### src/shared/lpc_pkg.sv
// Constants and types shared by the low-power and addressing control core.
// Assumes a 100 MHz system clock and a 14-bit program counter.
package lpc_pkg;
  localparam int PC_W = 14;
  localparam int RAM_AW = 10;
  localparam int ROM_W = 10;
  localparam logic [9:0] MEMREG_BASE = 10'h020;
  localparam logic [13:0] PC_RESET = 14'h0000;
  localparam logic [3:0] NIB_RESET = 4'h0;
  localparam logic [3:0] PORT_RESET = 4'h0;
  localparam int ROMDATA_AB_BIT = 8;
  localparam int ROMDATA_PORT_BIT = 9;
  localparam int MEMREG_DEPTH = 16;

  typedef enum logic [3:0] {
    OP_NOP,
    OP_STANDBY,
    OP_STOP,
    OP_FAR_JUMP,
    OP_FAR_COND_JUMP,
    OP_FAR_CALL,
    OP_PAGE_JUMP,
    OP_ZERO_CALL,
    OP_TABLE_JUMP,
    OP_PATTERN,
    OP_MEMREG_LOAD,
    OP_MEMREG_SWAP,
    OP_RAM_INDIRECT,
    OP_RAM_DIRECT
  } op_t;

  typedef enum logic [1:0] {
    ST_RUN,
    ST_STANDBY,
    ST_STOP
  } pwr_state_t;
endpackage

### src/core/memreg_file.sv
// Sixteen-digit memory-register area, 4 bits per digit.
// Assumes single-cycle write and registered read on sys_clk.
`timescale 1ns/10ps
module memreg_file (
  input wire logic sys_clk, // System clock.
  input wire logic arst_n, // Asynchronous reset, active low.
  input wire logic wr_en, // Write strobe.
  input wire logic [3:0] addr, // Digit index.
  input wire logic [3:0] wr_data, // Digit to write.
  output logic [3:0] rd_data_ff // Registered read digit.
);
  logic [3:0] mem_ff [lpc_pkg::MEMREG_DEPTH];
  logic [3:0] nxt_rd_data;

  always_comb begin
    nxt_rd_data = mem_ff[addr];
  end

  // Contents are not cleared by reset so they survive a stop recovery.
  always_ff @(posedge sys_clk) begin
    if (wr_en) begin
      mem_ff[addr] <= wr_data;
    end
  end

  always_ff @(posedge sys_clk or negedge arst_n) begin
    if (!arst_n) begin
      rd_data_ff <= lpc_pkg::NIB_RESET;
    end else begin
      rd_data_ff <= nxt_rd_data;
    end
  end
endmodule // memreg_file

### src/core/pc_target.sv
// Program-counter target calculation for all branch forms.
// Purely combinational; the caller registers the result.
`timescale 1ns/10ps
module pc_target (
  input wire lpc_pkg::op_t op, // Decoded operation.
  input wire logic [13:0] pc_inc, // Incremented program counter.
  input wire logic [13:0] imm, // Immediate field.
  input wire logic [3:0] acc, // Accumulator.
  input wire logic [3:0] breg, // B register.
  input wire logic status, // Branch condition flag.
  output logic [13:0] target // Next program counter.
);
  always_comb begin
    target = pc_inc;
    case (op)
      lpc_pkg::OP_FAR_JUMP: target = imm;
      lpc_pkg::OP_FAR_COND_JUMP,
      lpc_pkg::OP_FAR_CALL: begin
        if (status) begin
          target = imm;
        end
      end
      lpc_pkg::OP_PAGE_JUMP: begin
        if (status) begin
          // Page comes from the incremented PC, so a jump at offset 255
          // lands in the next page.
          target = {pc_inc[13:8], imm[7:0]};
        end
      end
      lpc_pkg::OP_ZERO_CALL: begin
        if (status) begin
          target = {8'h00, imm[5:0]};
        end
      end
      lpc_pkg::OP_TABLE_JUMP: target = {2'h0, imm[3:0], breg, acc};
      default: target = pc_inc;
    endcase
  end
endmodule // pc_target

### src/core/lpc_core.sv
// Low-power mode control, RAM address formation and branch control of a
// small 4-bit core. Assumes instructions arrive already decoded, one per
// cycle when instr_valid is high, and that irq_req is synchronous.
`timescale 1ns/10ps
//Contract
// - standby halts instruction clock and fetch
// - standby keeps oscillator, interrupts, timer running
// - standby holds registers, RAM and pins
// - reset during standby fully resets core; core resets state, PC and ports, while A, B and RAM address keep their values
// - interrupt wakes standby, resumes after instruction
// - wake services if enabled else pends
// - stop halts oscillator, interrupts and timer
// - stop recovery keeps RAM, registers undefined
// - indirect address is W, X, Y concatenated
// - direct address is full second word
// - memory registers are sixteen digits at 020
// - far jumps load all fourteen PC bits
// - page jump replaces low eight PC bits
// - page jump at offset 255 enters next page
// - zero-page call loads six bits, clears upper
// - table jump uses immediate, A and B
// - pattern bit 8 writes A and B
// - pattern bit 9 writes R1, R2 ports
// - pattern leaves PC sequential
// - stop asserts halt and floats pins
module lpc_core (
  input wire logic sys_clk, // System clock.
  input wire logic arst_n, // Asynchronous reset, active low.
  input wire logic reset_pin, // Reset pin from outside, active high.
  input wire logic instr_valid, // Decoded instruction present.
  input wire lpc_pkg::op_t op, // Decoded operation.
  input wire logic [13:0] imm, // Immediate or second word.
  input wire logic status, // Branch condition flag.
  input wire logic irq_req, // Interrupt request level.
  input wire logic int_enable, // Interrupt enable flag.
  input wire logic [1:0] rw_reg, // W register.
  input wire logic [3:0] rx_reg, // X register.
  input wire logic [3:0] ry_reg, // Y register.
  input wire logic [9:0] rom_data, // Table-addressed ROM word.
  input wire logic [3:0] memreg_wdata, // Digit for memory-register write.
  output logic [13:0] pc_ff, // Program counter.
  output logic [3:0] acc_ff, // Accumulator.
  output logic [3:0] breg_ff, // B register.
  output logic [3:0] port_r1_ff, // R1 port output register.
  output logic [3:0] port_r2_ff, // R2 port output register.
  output logic [9:0] ram_addr_ff, // RAM address.
  output logic [3:0] memreg_rdata_ff, // Memory-register read digit.
  output logic fetch_en, // Instruction fetch enable.
  output logic exec_clk_en, // Instruction-execution clock gate.
  output logic osc_run, // Oscillator enable.
  output logic periph_run, // Timer and interrupt logic enable.
  output logic irq_take, // Take the interrupt this cycle.
  output logic irq_pending, // Request held while interrupts are off.
  output logic halt_signal, // Stop-mode halt indication.
  output logic pin_oe // I/O pin output enable.
);
  logic rst_meta_ff;
  logic rst_sync_ff;
  lpc_pkg::pwr_state_t state_ff;
  lpc_pkg::pwr_state_t nxt_state;
  logic [13:0] nxt_pc;
  logic [13:0] pc_next_target;
  logic [3:0] nxt_acc;
  logic [3:0] nxt_breg;
  logic [3:0] nxt_r1;
  logic [3:0] nxt_r2;
  logic [9:0] nxt_ram_addr;
  logic pend_ff;
  logic nxt_pend;
  logic take_ff;
  logic nxt_take;
  logic run_ok;
  logic memreg_we;

  // Reset pin crosses in through two flops.
  always_ff @(posedge sys_clk or negedge arst_n) begin
    if (!arst_n) begin
      rst_meta_ff <= 1'b0;
      rst_sync_ff <= 1'b0;
    end else begin
      rst_meta_ff <= reset_pin;
      rst_sync_ff <= rst_meta_ff;
    end
  end

  assign run_ok = (state_ff == lpc_pkg::ST_RUN) && instr_valid;

  always_comb begin
    nxt_state = state_ff;
    nxt_pend = pend_ff;
    nxt_take = 1'b0;
    case (state_ff)
      lpc_pkg::ST_RUN: begin
        if (instr_valid && op == lpc_pkg::OP_STANDBY) begin
          nxt_state = lpc_pkg::ST_STANDBY;
        end else if (instr_valid && op == lpc_pkg::OP_STOP) begin
          nxt_state = lpc_pkg::ST_STOP;
        end
        if (pend_ff && int_enable) begin
          nxt_take = 1'b1;
          nxt_pend = 1'b0;
        end
      end
      lpc_pkg::ST_STANDBY: begin
        if (irq_req) begin
          nxt_state = lpc_pkg::ST_RUN;
          nxt_take = int_enable;
          nxt_pend = !int_enable;
        end
      end
      lpc_pkg::ST_STOP: begin
        nxt_state = lpc_pkg::ST_STOP;
      end
      default: nxt_state = lpc_pkg::ST_RUN;
    endcase
  end

  always_ff @(posedge sys_clk or negedge arst_n) begin
    if (!arst_n) begin
      state_ff <= lpc_pkg::ST_RUN;
      pend_ff <= 1'b0;
      take_ff <= 1'b0;
    end else if (rst_sync_ff) begin
      state_ff <= lpc_pkg::ST_RUN;
      pend_ff <= 1'b0;
      take_ff <= 1'b0;
    end else begin
      state_ff <= nxt_state;
      pend_ff <= nxt_pend;
      take_ff <= nxt_take;
    end
  end

  pc_target u_pc_target (
    .op(op),
    .pc_inc(14'(pc_ff + 14'h0001)),
    .imm(imm),
    .acc(acc_ff),
    .breg(breg_ff),
    .status(status),
    .target(pc_next_target)
  );

  always_comb begin
    nxt_pc = pc_ff;
    nxt_acc = acc_ff;
    nxt_breg = breg_ff;
    nxt_r1 = port_r1_ff;
    nxt_r2 = port_r2_ff;
    nxt_ram_addr = ram_addr_ff;
    if (run_ok) begin
      // Standby advances PC so wake resumes at the next instruction.
      nxt_pc = pc_next_target;
      case (op)
        lpc_pkg::OP_RAM_INDIRECT: begin
          nxt_ram_addr = {rw_reg, rx_reg, ry_reg};
        end
        lpc_pkg::OP_RAM_DIRECT: begin
          nxt_ram_addr = imm[9:0];
        end
        lpc_pkg::OP_MEMREG_LOAD,
        lpc_pkg::OP_MEMREG_SWAP: begin
          nxt_ram_addr = lpc_pkg::MEMREG_BASE | {6'h00, imm[3:0]};
        end
        lpc_pkg::OP_PATTERN: begin
          if (rom_data[lpc_pkg::ROMDATA_AB_BIT]) begin
            nxt_breg = rom_data[7:4];
            nxt_acc = rom_data[3:0];
          end
          if (rom_data[lpc_pkg::ROMDATA_PORT_BIT]) begin
            nxt_r2 = rom_data[7:4];
            nxt_r1 = rom_data[3:0];
          end
        end
        default: nxt_ram_addr = ram_addr_ff;
      endcase
    end
  end

  // A, B and RAM address hold through stop and the pin reset that ends it; software must reload them afterwards.
  always_ff @(posedge sys_clk or negedge arst_n) begin
    if (!arst_n) begin
      pc_ff <= lpc_pkg::PC_RESET;
      acc_ff <= lpc_pkg::NIB_RESET;
      breg_ff <= lpc_pkg::NIB_RESET;
      port_r1_ff <= lpc_pkg::PORT_RESET;
      port_r2_ff <= lpc_pkg::PORT_RESET;
      ram_addr_ff <= 10'h000;
    end else if (rst_sync_ff) begin
      pc_ff <= lpc_pkg::PC_RESET;
      port_r1_ff <= lpc_pkg::PORT_RESET;
      port_r2_ff <= lpc_pkg::PORT_RESET;
    end else begin
      pc_ff <= nxt_pc;
      acc_ff <= nxt_acc;
      breg_ff <= nxt_breg;
      port_r1_ff <= nxt_r1;
      port_r2_ff <= nxt_r2;
      ram_addr_ff <= nxt_ram_addr;
    end
  end

  assign memreg_we = run_ok && (op == lpc_pkg::OP_MEMREG_SWAP);

  // Memory-register digits are not cleared by reset.
  memreg_file u_memreg (
    .sys_clk(sys_clk),
    .arst_n(arst_n),
    .wr_en(memreg_we),
    .addr(imm[3:0]),
    .wr_data(memreg_wdata),
    .rd_data_ff(memreg_rdata_ff)
  );

  assign fetch_en = (state_ff == lpc_pkg::ST_RUN);
  assign exec_clk_en = (state_ff == lpc_pkg::ST_RUN);
  assign osc_run = (state_ff != lpc_pkg::ST_STOP);
  assign periph_run = (state_ff != lpc_pkg::ST_STOP);
  assign irq_take = take_ff;
  assign irq_pending = pend_ff;
  assign halt_signal = (state_ff == lpc_pkg::ST_STOP);
  assign pin_oe = (state_ff != lpc_pkg::ST_STOP);
endmodule // lpc_core

### config.mk
export PLATFORM = sky130hd
export DESIGN_NAME = lpc_core
export DESIGN_NICKNAME = d
export VERILOG_FILES = /design/src/shared/lpc_pkg.sv /design/src/core/memreg_file.sv /design/src/core/pc_target.sv /design/src/core/lpc_core.sv
export SDC_FILE = /design/constraint.sdc
export NUM_CORES = 1
export LEC_CHECK = 0
export BUFFER_PORTS_ARGS = -buffer_cell sky130_fd_sc_hd__buf_2
export CAP_MARGIN = 10
export CELL_PAD_IN_SITES_DETAIL_PLACEMENT = 1
export CELL_PAD_IN_SITES_GLOBAL_PLACEMENT = 1
export CORE_UTILIZATION = 41
export CTS_CLUSTER_DIAMETER = 30
export CTS_CLUSTER_SIZE = 10
export DETAILED_ROUTE_END_ITERATION = 6
export HOLD_SLACK_MARGIN = 0.1
export PLACE_DENSITY = 0.77
export SLEW_MARGIN = 10
export SYNTH_ARGS = -nofsm -noshare
export SYNTH_HDL_FRONTEND = slang
export SYNTH_SLANG_ARGS = --single-unit
export TNS_END_PERCENT = 30
### constraint.sdc
create_clock -name sys_clk -period 2.1 [get_ports sys_clk]
set_input_delay 0.105 -clock sys_clk [delete_from_list [all_inputs] [get_ports sys_clk]]
set_output_delay 0.105 -clock sys_clk [all_outputs]
set_load 0.01 [all_outputs]
==> results by group <==
Final layout
  – P&R area growth vs syn: 30.1%
  – Footprint of the multi-input gates: between 1500 and 2000 um^2
  – Commonest non-fill, non-tap cell in the layout: buf_2
  – N_diodes: 0
  – Sequential Area: between 3000 and 4000 um^2
  – Final Cell Area: 6760 um^2
  – Most frequent cells in the layout: buf_2 (100), edfxtp_1 (64), dfrtp_1 (50)
  – Filler instances: approximately 1.2k
  – Nets: around 560
  – Layout cells sized above 1: between 30% and 40%

Logic synthesis
  – FF+latch count, synth: 114
  – Yosys top cell area share: 37.0%
  – Post-synth EDFFs: 64
  – Post-synthesis sequential area ratio: 61.1%
  – Leading area contributor after synthesis: edfxtp_1
  – Area contributors post-synth: edfxtp_1 (37%), dfrtp_1 (24%), mux4_2 (6.5%)
  – Syn avg cell area: between 10 and 15 um^2
  – Synthesized instance count: between 300 and 400
  – Netlist cell types: 54
  – Post-Syn Nets: 420
  – Synth warn: 0
  – Async set-reset flop share out of synthesis: 43.9%
  – Synth Cell Area: 5190 um^2
  – Ys flop type: edfxtp_1

Routing
  – Antenna Nets Post-Route: 0
  – Vias per cell: around 5.6
  – Residual DRC: 0
  – WL/cell: 21.8 um
  – 1st-iter DRT viols: approximately 350
  – Post-Route WL: 15,100 um
  – 1st-pass router iterations: 5
  – Total vias in the final route: 3,846

Min path
  – Hold path cells: 1
  – Worst hold path type: input pin to flip-flop
  – WHS Endpoint: u_memreg.mem_ff[5][1]
  – Hold Crit Start: memreg_wdata[1]

STA
  – Unrepaired setup endpoints after global routing: yes
  – Fmax: slightly below 0.5 GHz
  – Crit path time final: roughly 2.0 ns
  – Max Transition Viols Final: 0
  – Normalized max-slew margin: 50.7%
  – Final worst path period share: roughly 97%
  – Worst Skew: between 0.009 and 0.01 ns
  – Final Hold Slack: roughly 0.11 ns
  – Final hold viol count: 0
  – Final setup viols: 0
  – Worst slew pin tran: around 0.74 ns

Worst setup path
  – Delay-heaviest family, CP: simple AND/OR/NAND/NOR gates
  – Req. time, crit path: 2.18 ns
  – Worst setup path class: flip-flop to flip-flop
  – CP peak stage delay: about 0.40 ns
  – CP bufs+invs: 0
  – Reg2Reg Launch Point: state_ff[0]
  – Worst path cell trace: nor3b_2 -> nand3b_1 -> nor2_1 -> nand3b_1 -> nor2_1
  – Arr. time, crit path: approximately 2.1 ns
  – Flop2flop setup slack: roughly 0.053 ns
  – Crit Reg-Reg Endpoint: u_memreg.mem_ff[5][1]
  – CP Launch Type: flip-flop
  – Crit. End Element: flip-flop
  – Critical path peak fanout: 4
  – Slowest stage cell, crit path: dfrtp_1
  – R2R depth: 5

Floorplan
  – Die H: approximately 110 um
  – I/O pin count: 101
  – Full die area: 13,100 um^2
  – Rows: 40
  – Die width: 115 um
  – Initial Util: between 40 and 50%
  – Core ar.: between 10,000 and 15,000 um^2

Status
  – Status: completed

Placement
  – HPWL Detailed: roughly 10,000 um
  – Port buffer count: 100
  – Area post-placement: about 6000 um^2
  – GP Congestion: about 0.83

Global route
  – Gr ovfl total: 0
  – GRT Total Usage: around a quarter
  – First-pass GRT wire length: between 20,000 and 25,000 um
  – Vias in the first global route: slightly above 4k
  – Initial antenna violation count: 0
  – Largest net degree at the start of global routing: 27

Clocking
  – Post-CTS setup buffers: 0
  – Clock slew at reported path FFs: around 0.050 ns
  – Root Buffer: clkbuf_16
  – Worst-Skew Late Latency: approximately 0.42 ns
  – CTS tree: built
  – Max clock buf depth: 2
  – Total CTS buffers: 17
  – Clock Sink Count: ~110
  – CTS H-tree lvls: 4

Power
  – Pwr Density: 878 nW/um^2
  – Static Leak: roughly 0.0028 uW
  – Peak supply drop: 0.000553 V

Run
  – # Max-Cap Violations: 0
sequential cells by signal, indices dropped and copies added, names as in the netlist, 2 cells and up:
name and count:
acc_ff 4, breg_ff 4, pc_ff 14, port_r1_ff 4, port_r2_ff 4, ram_addr_ff 10
state_ff 2, u_memreg.mem_ff 64, u_memreg.rd_data_ff 4
worst max-delay path by stage:
stage	start	to	slack, ns	depth (start not counted)
floorplan	state_ff[1]	u_memreg.mem_ff[0][0]	0.09	5
global placement	state_ff[0]	u_memreg.mem_ff[4][0]	0.18	4
detailed placement	state_ff[0]	u_memreg.mem_ff[4][1]	0.04	4
CTS	state_ff[0]	u_memreg.mem_ff[4][1]	0.0005	4
global route	state_ff[0]	u_memreg.mem_ff[5][2]	-0.03	5
finish	state_ff[0]	u_memreg.mem_ff[5][1]	0.05	5
metal layers:
metal	wire (um)	up-vias	share of wire, %	global-route usage (%)
met5	0	-	0	0
met4	201	0	1.3	8.14
met3	998	19	6.6	7.20
met2	7450	144	49	40.6
met1	6410	1954	43	32.3
li1	-	1729	-	-
kinds of logic after synthesis:
| group | Yosys count | synth area share [%] |
|---|---|---|
| and+or+nand+nor | 108 | 11.7 |
| muxes | 35 | 12.2 |
| DFF | 114 | 61.1 |
| adders and majority gates | 2 | 0.482 |
| buffers and inverters | 31 | 3.69 |
| AOI/OAI and AO/OA | 72 | 9.68 |
| xor gates and xnor gates | 7 | 1.18 |
worst register-to-register path: cells and delay by family, from the launching register on:
family | cells | cell delay, ns
AND/OR/NAND/NOR | 5 | 1.32
flip-flops | 1 | 0.40
metrics by stage:
stage | worst slack [ns] | utilization [%] | setup TNS [ns] | total power (uW) | std cells
3_5_place_dp | 0.0424 | 48.3 | 0 | 3180 | 628
3_3_place_gp | 0.185 | 48.3 | 0 | 3160 | 628
4_1_cts | 0.000476 | 55.5 | 0 | 5980 | 692
5_1_grt | -0.0294 | 55.6 | -0.300 | 6150 | 692
6_report | 0.0531 | 55.6 | 0 | 5930 | 692
2_1_floorplan | 0.0864 | - | 0 | 2890 | 369
synth_stat cells (6+ instances only):
master / instances
inv_1: 6
dfrtp_1: 50
nor3_1: 7
mux2_2: 12
o22ai_1: 9
nand2_1: 22
o21ai_0: 13
buf_4: 6
xor2_1: 6
nand3_1: 7
nor2_1: 32
mux4_2: 15
edfxtp_1: 64
a22oi_1: 11
a21oi_1: 10
clkbuf_1: 9
a22o_1: 9
area by class of cell:
type / instances / share of cell area (%)
Tap cell: 168 / 3.11
Timing Repair Buffer: 148 / 14.1
Multi-Input combinational cell: 224 / 27.2
Clock inverter: 7 / 1.24
Inverter: 6 / 0.333
Clock buffer: 25 / 7.04
Sequential cell: 114 / 47.0
repair_timing:
item,CTS,global route
hold buffers,32,0
setup endpoints to repair,0,24
endpoints found under the hold margin,77,0
gates resized for setup,0,3
power by group:
| part | total [uW] | switching, uW | internal (uW) |
|---|---|---|---|
| Sequential | 2560 | 86.6 | 2470 |
| Combinational | 640 | 353 | 287 |
| Clock | 2740 | 944 | 1790 |
Note: power is estimated with default switching activity, not from simulation.
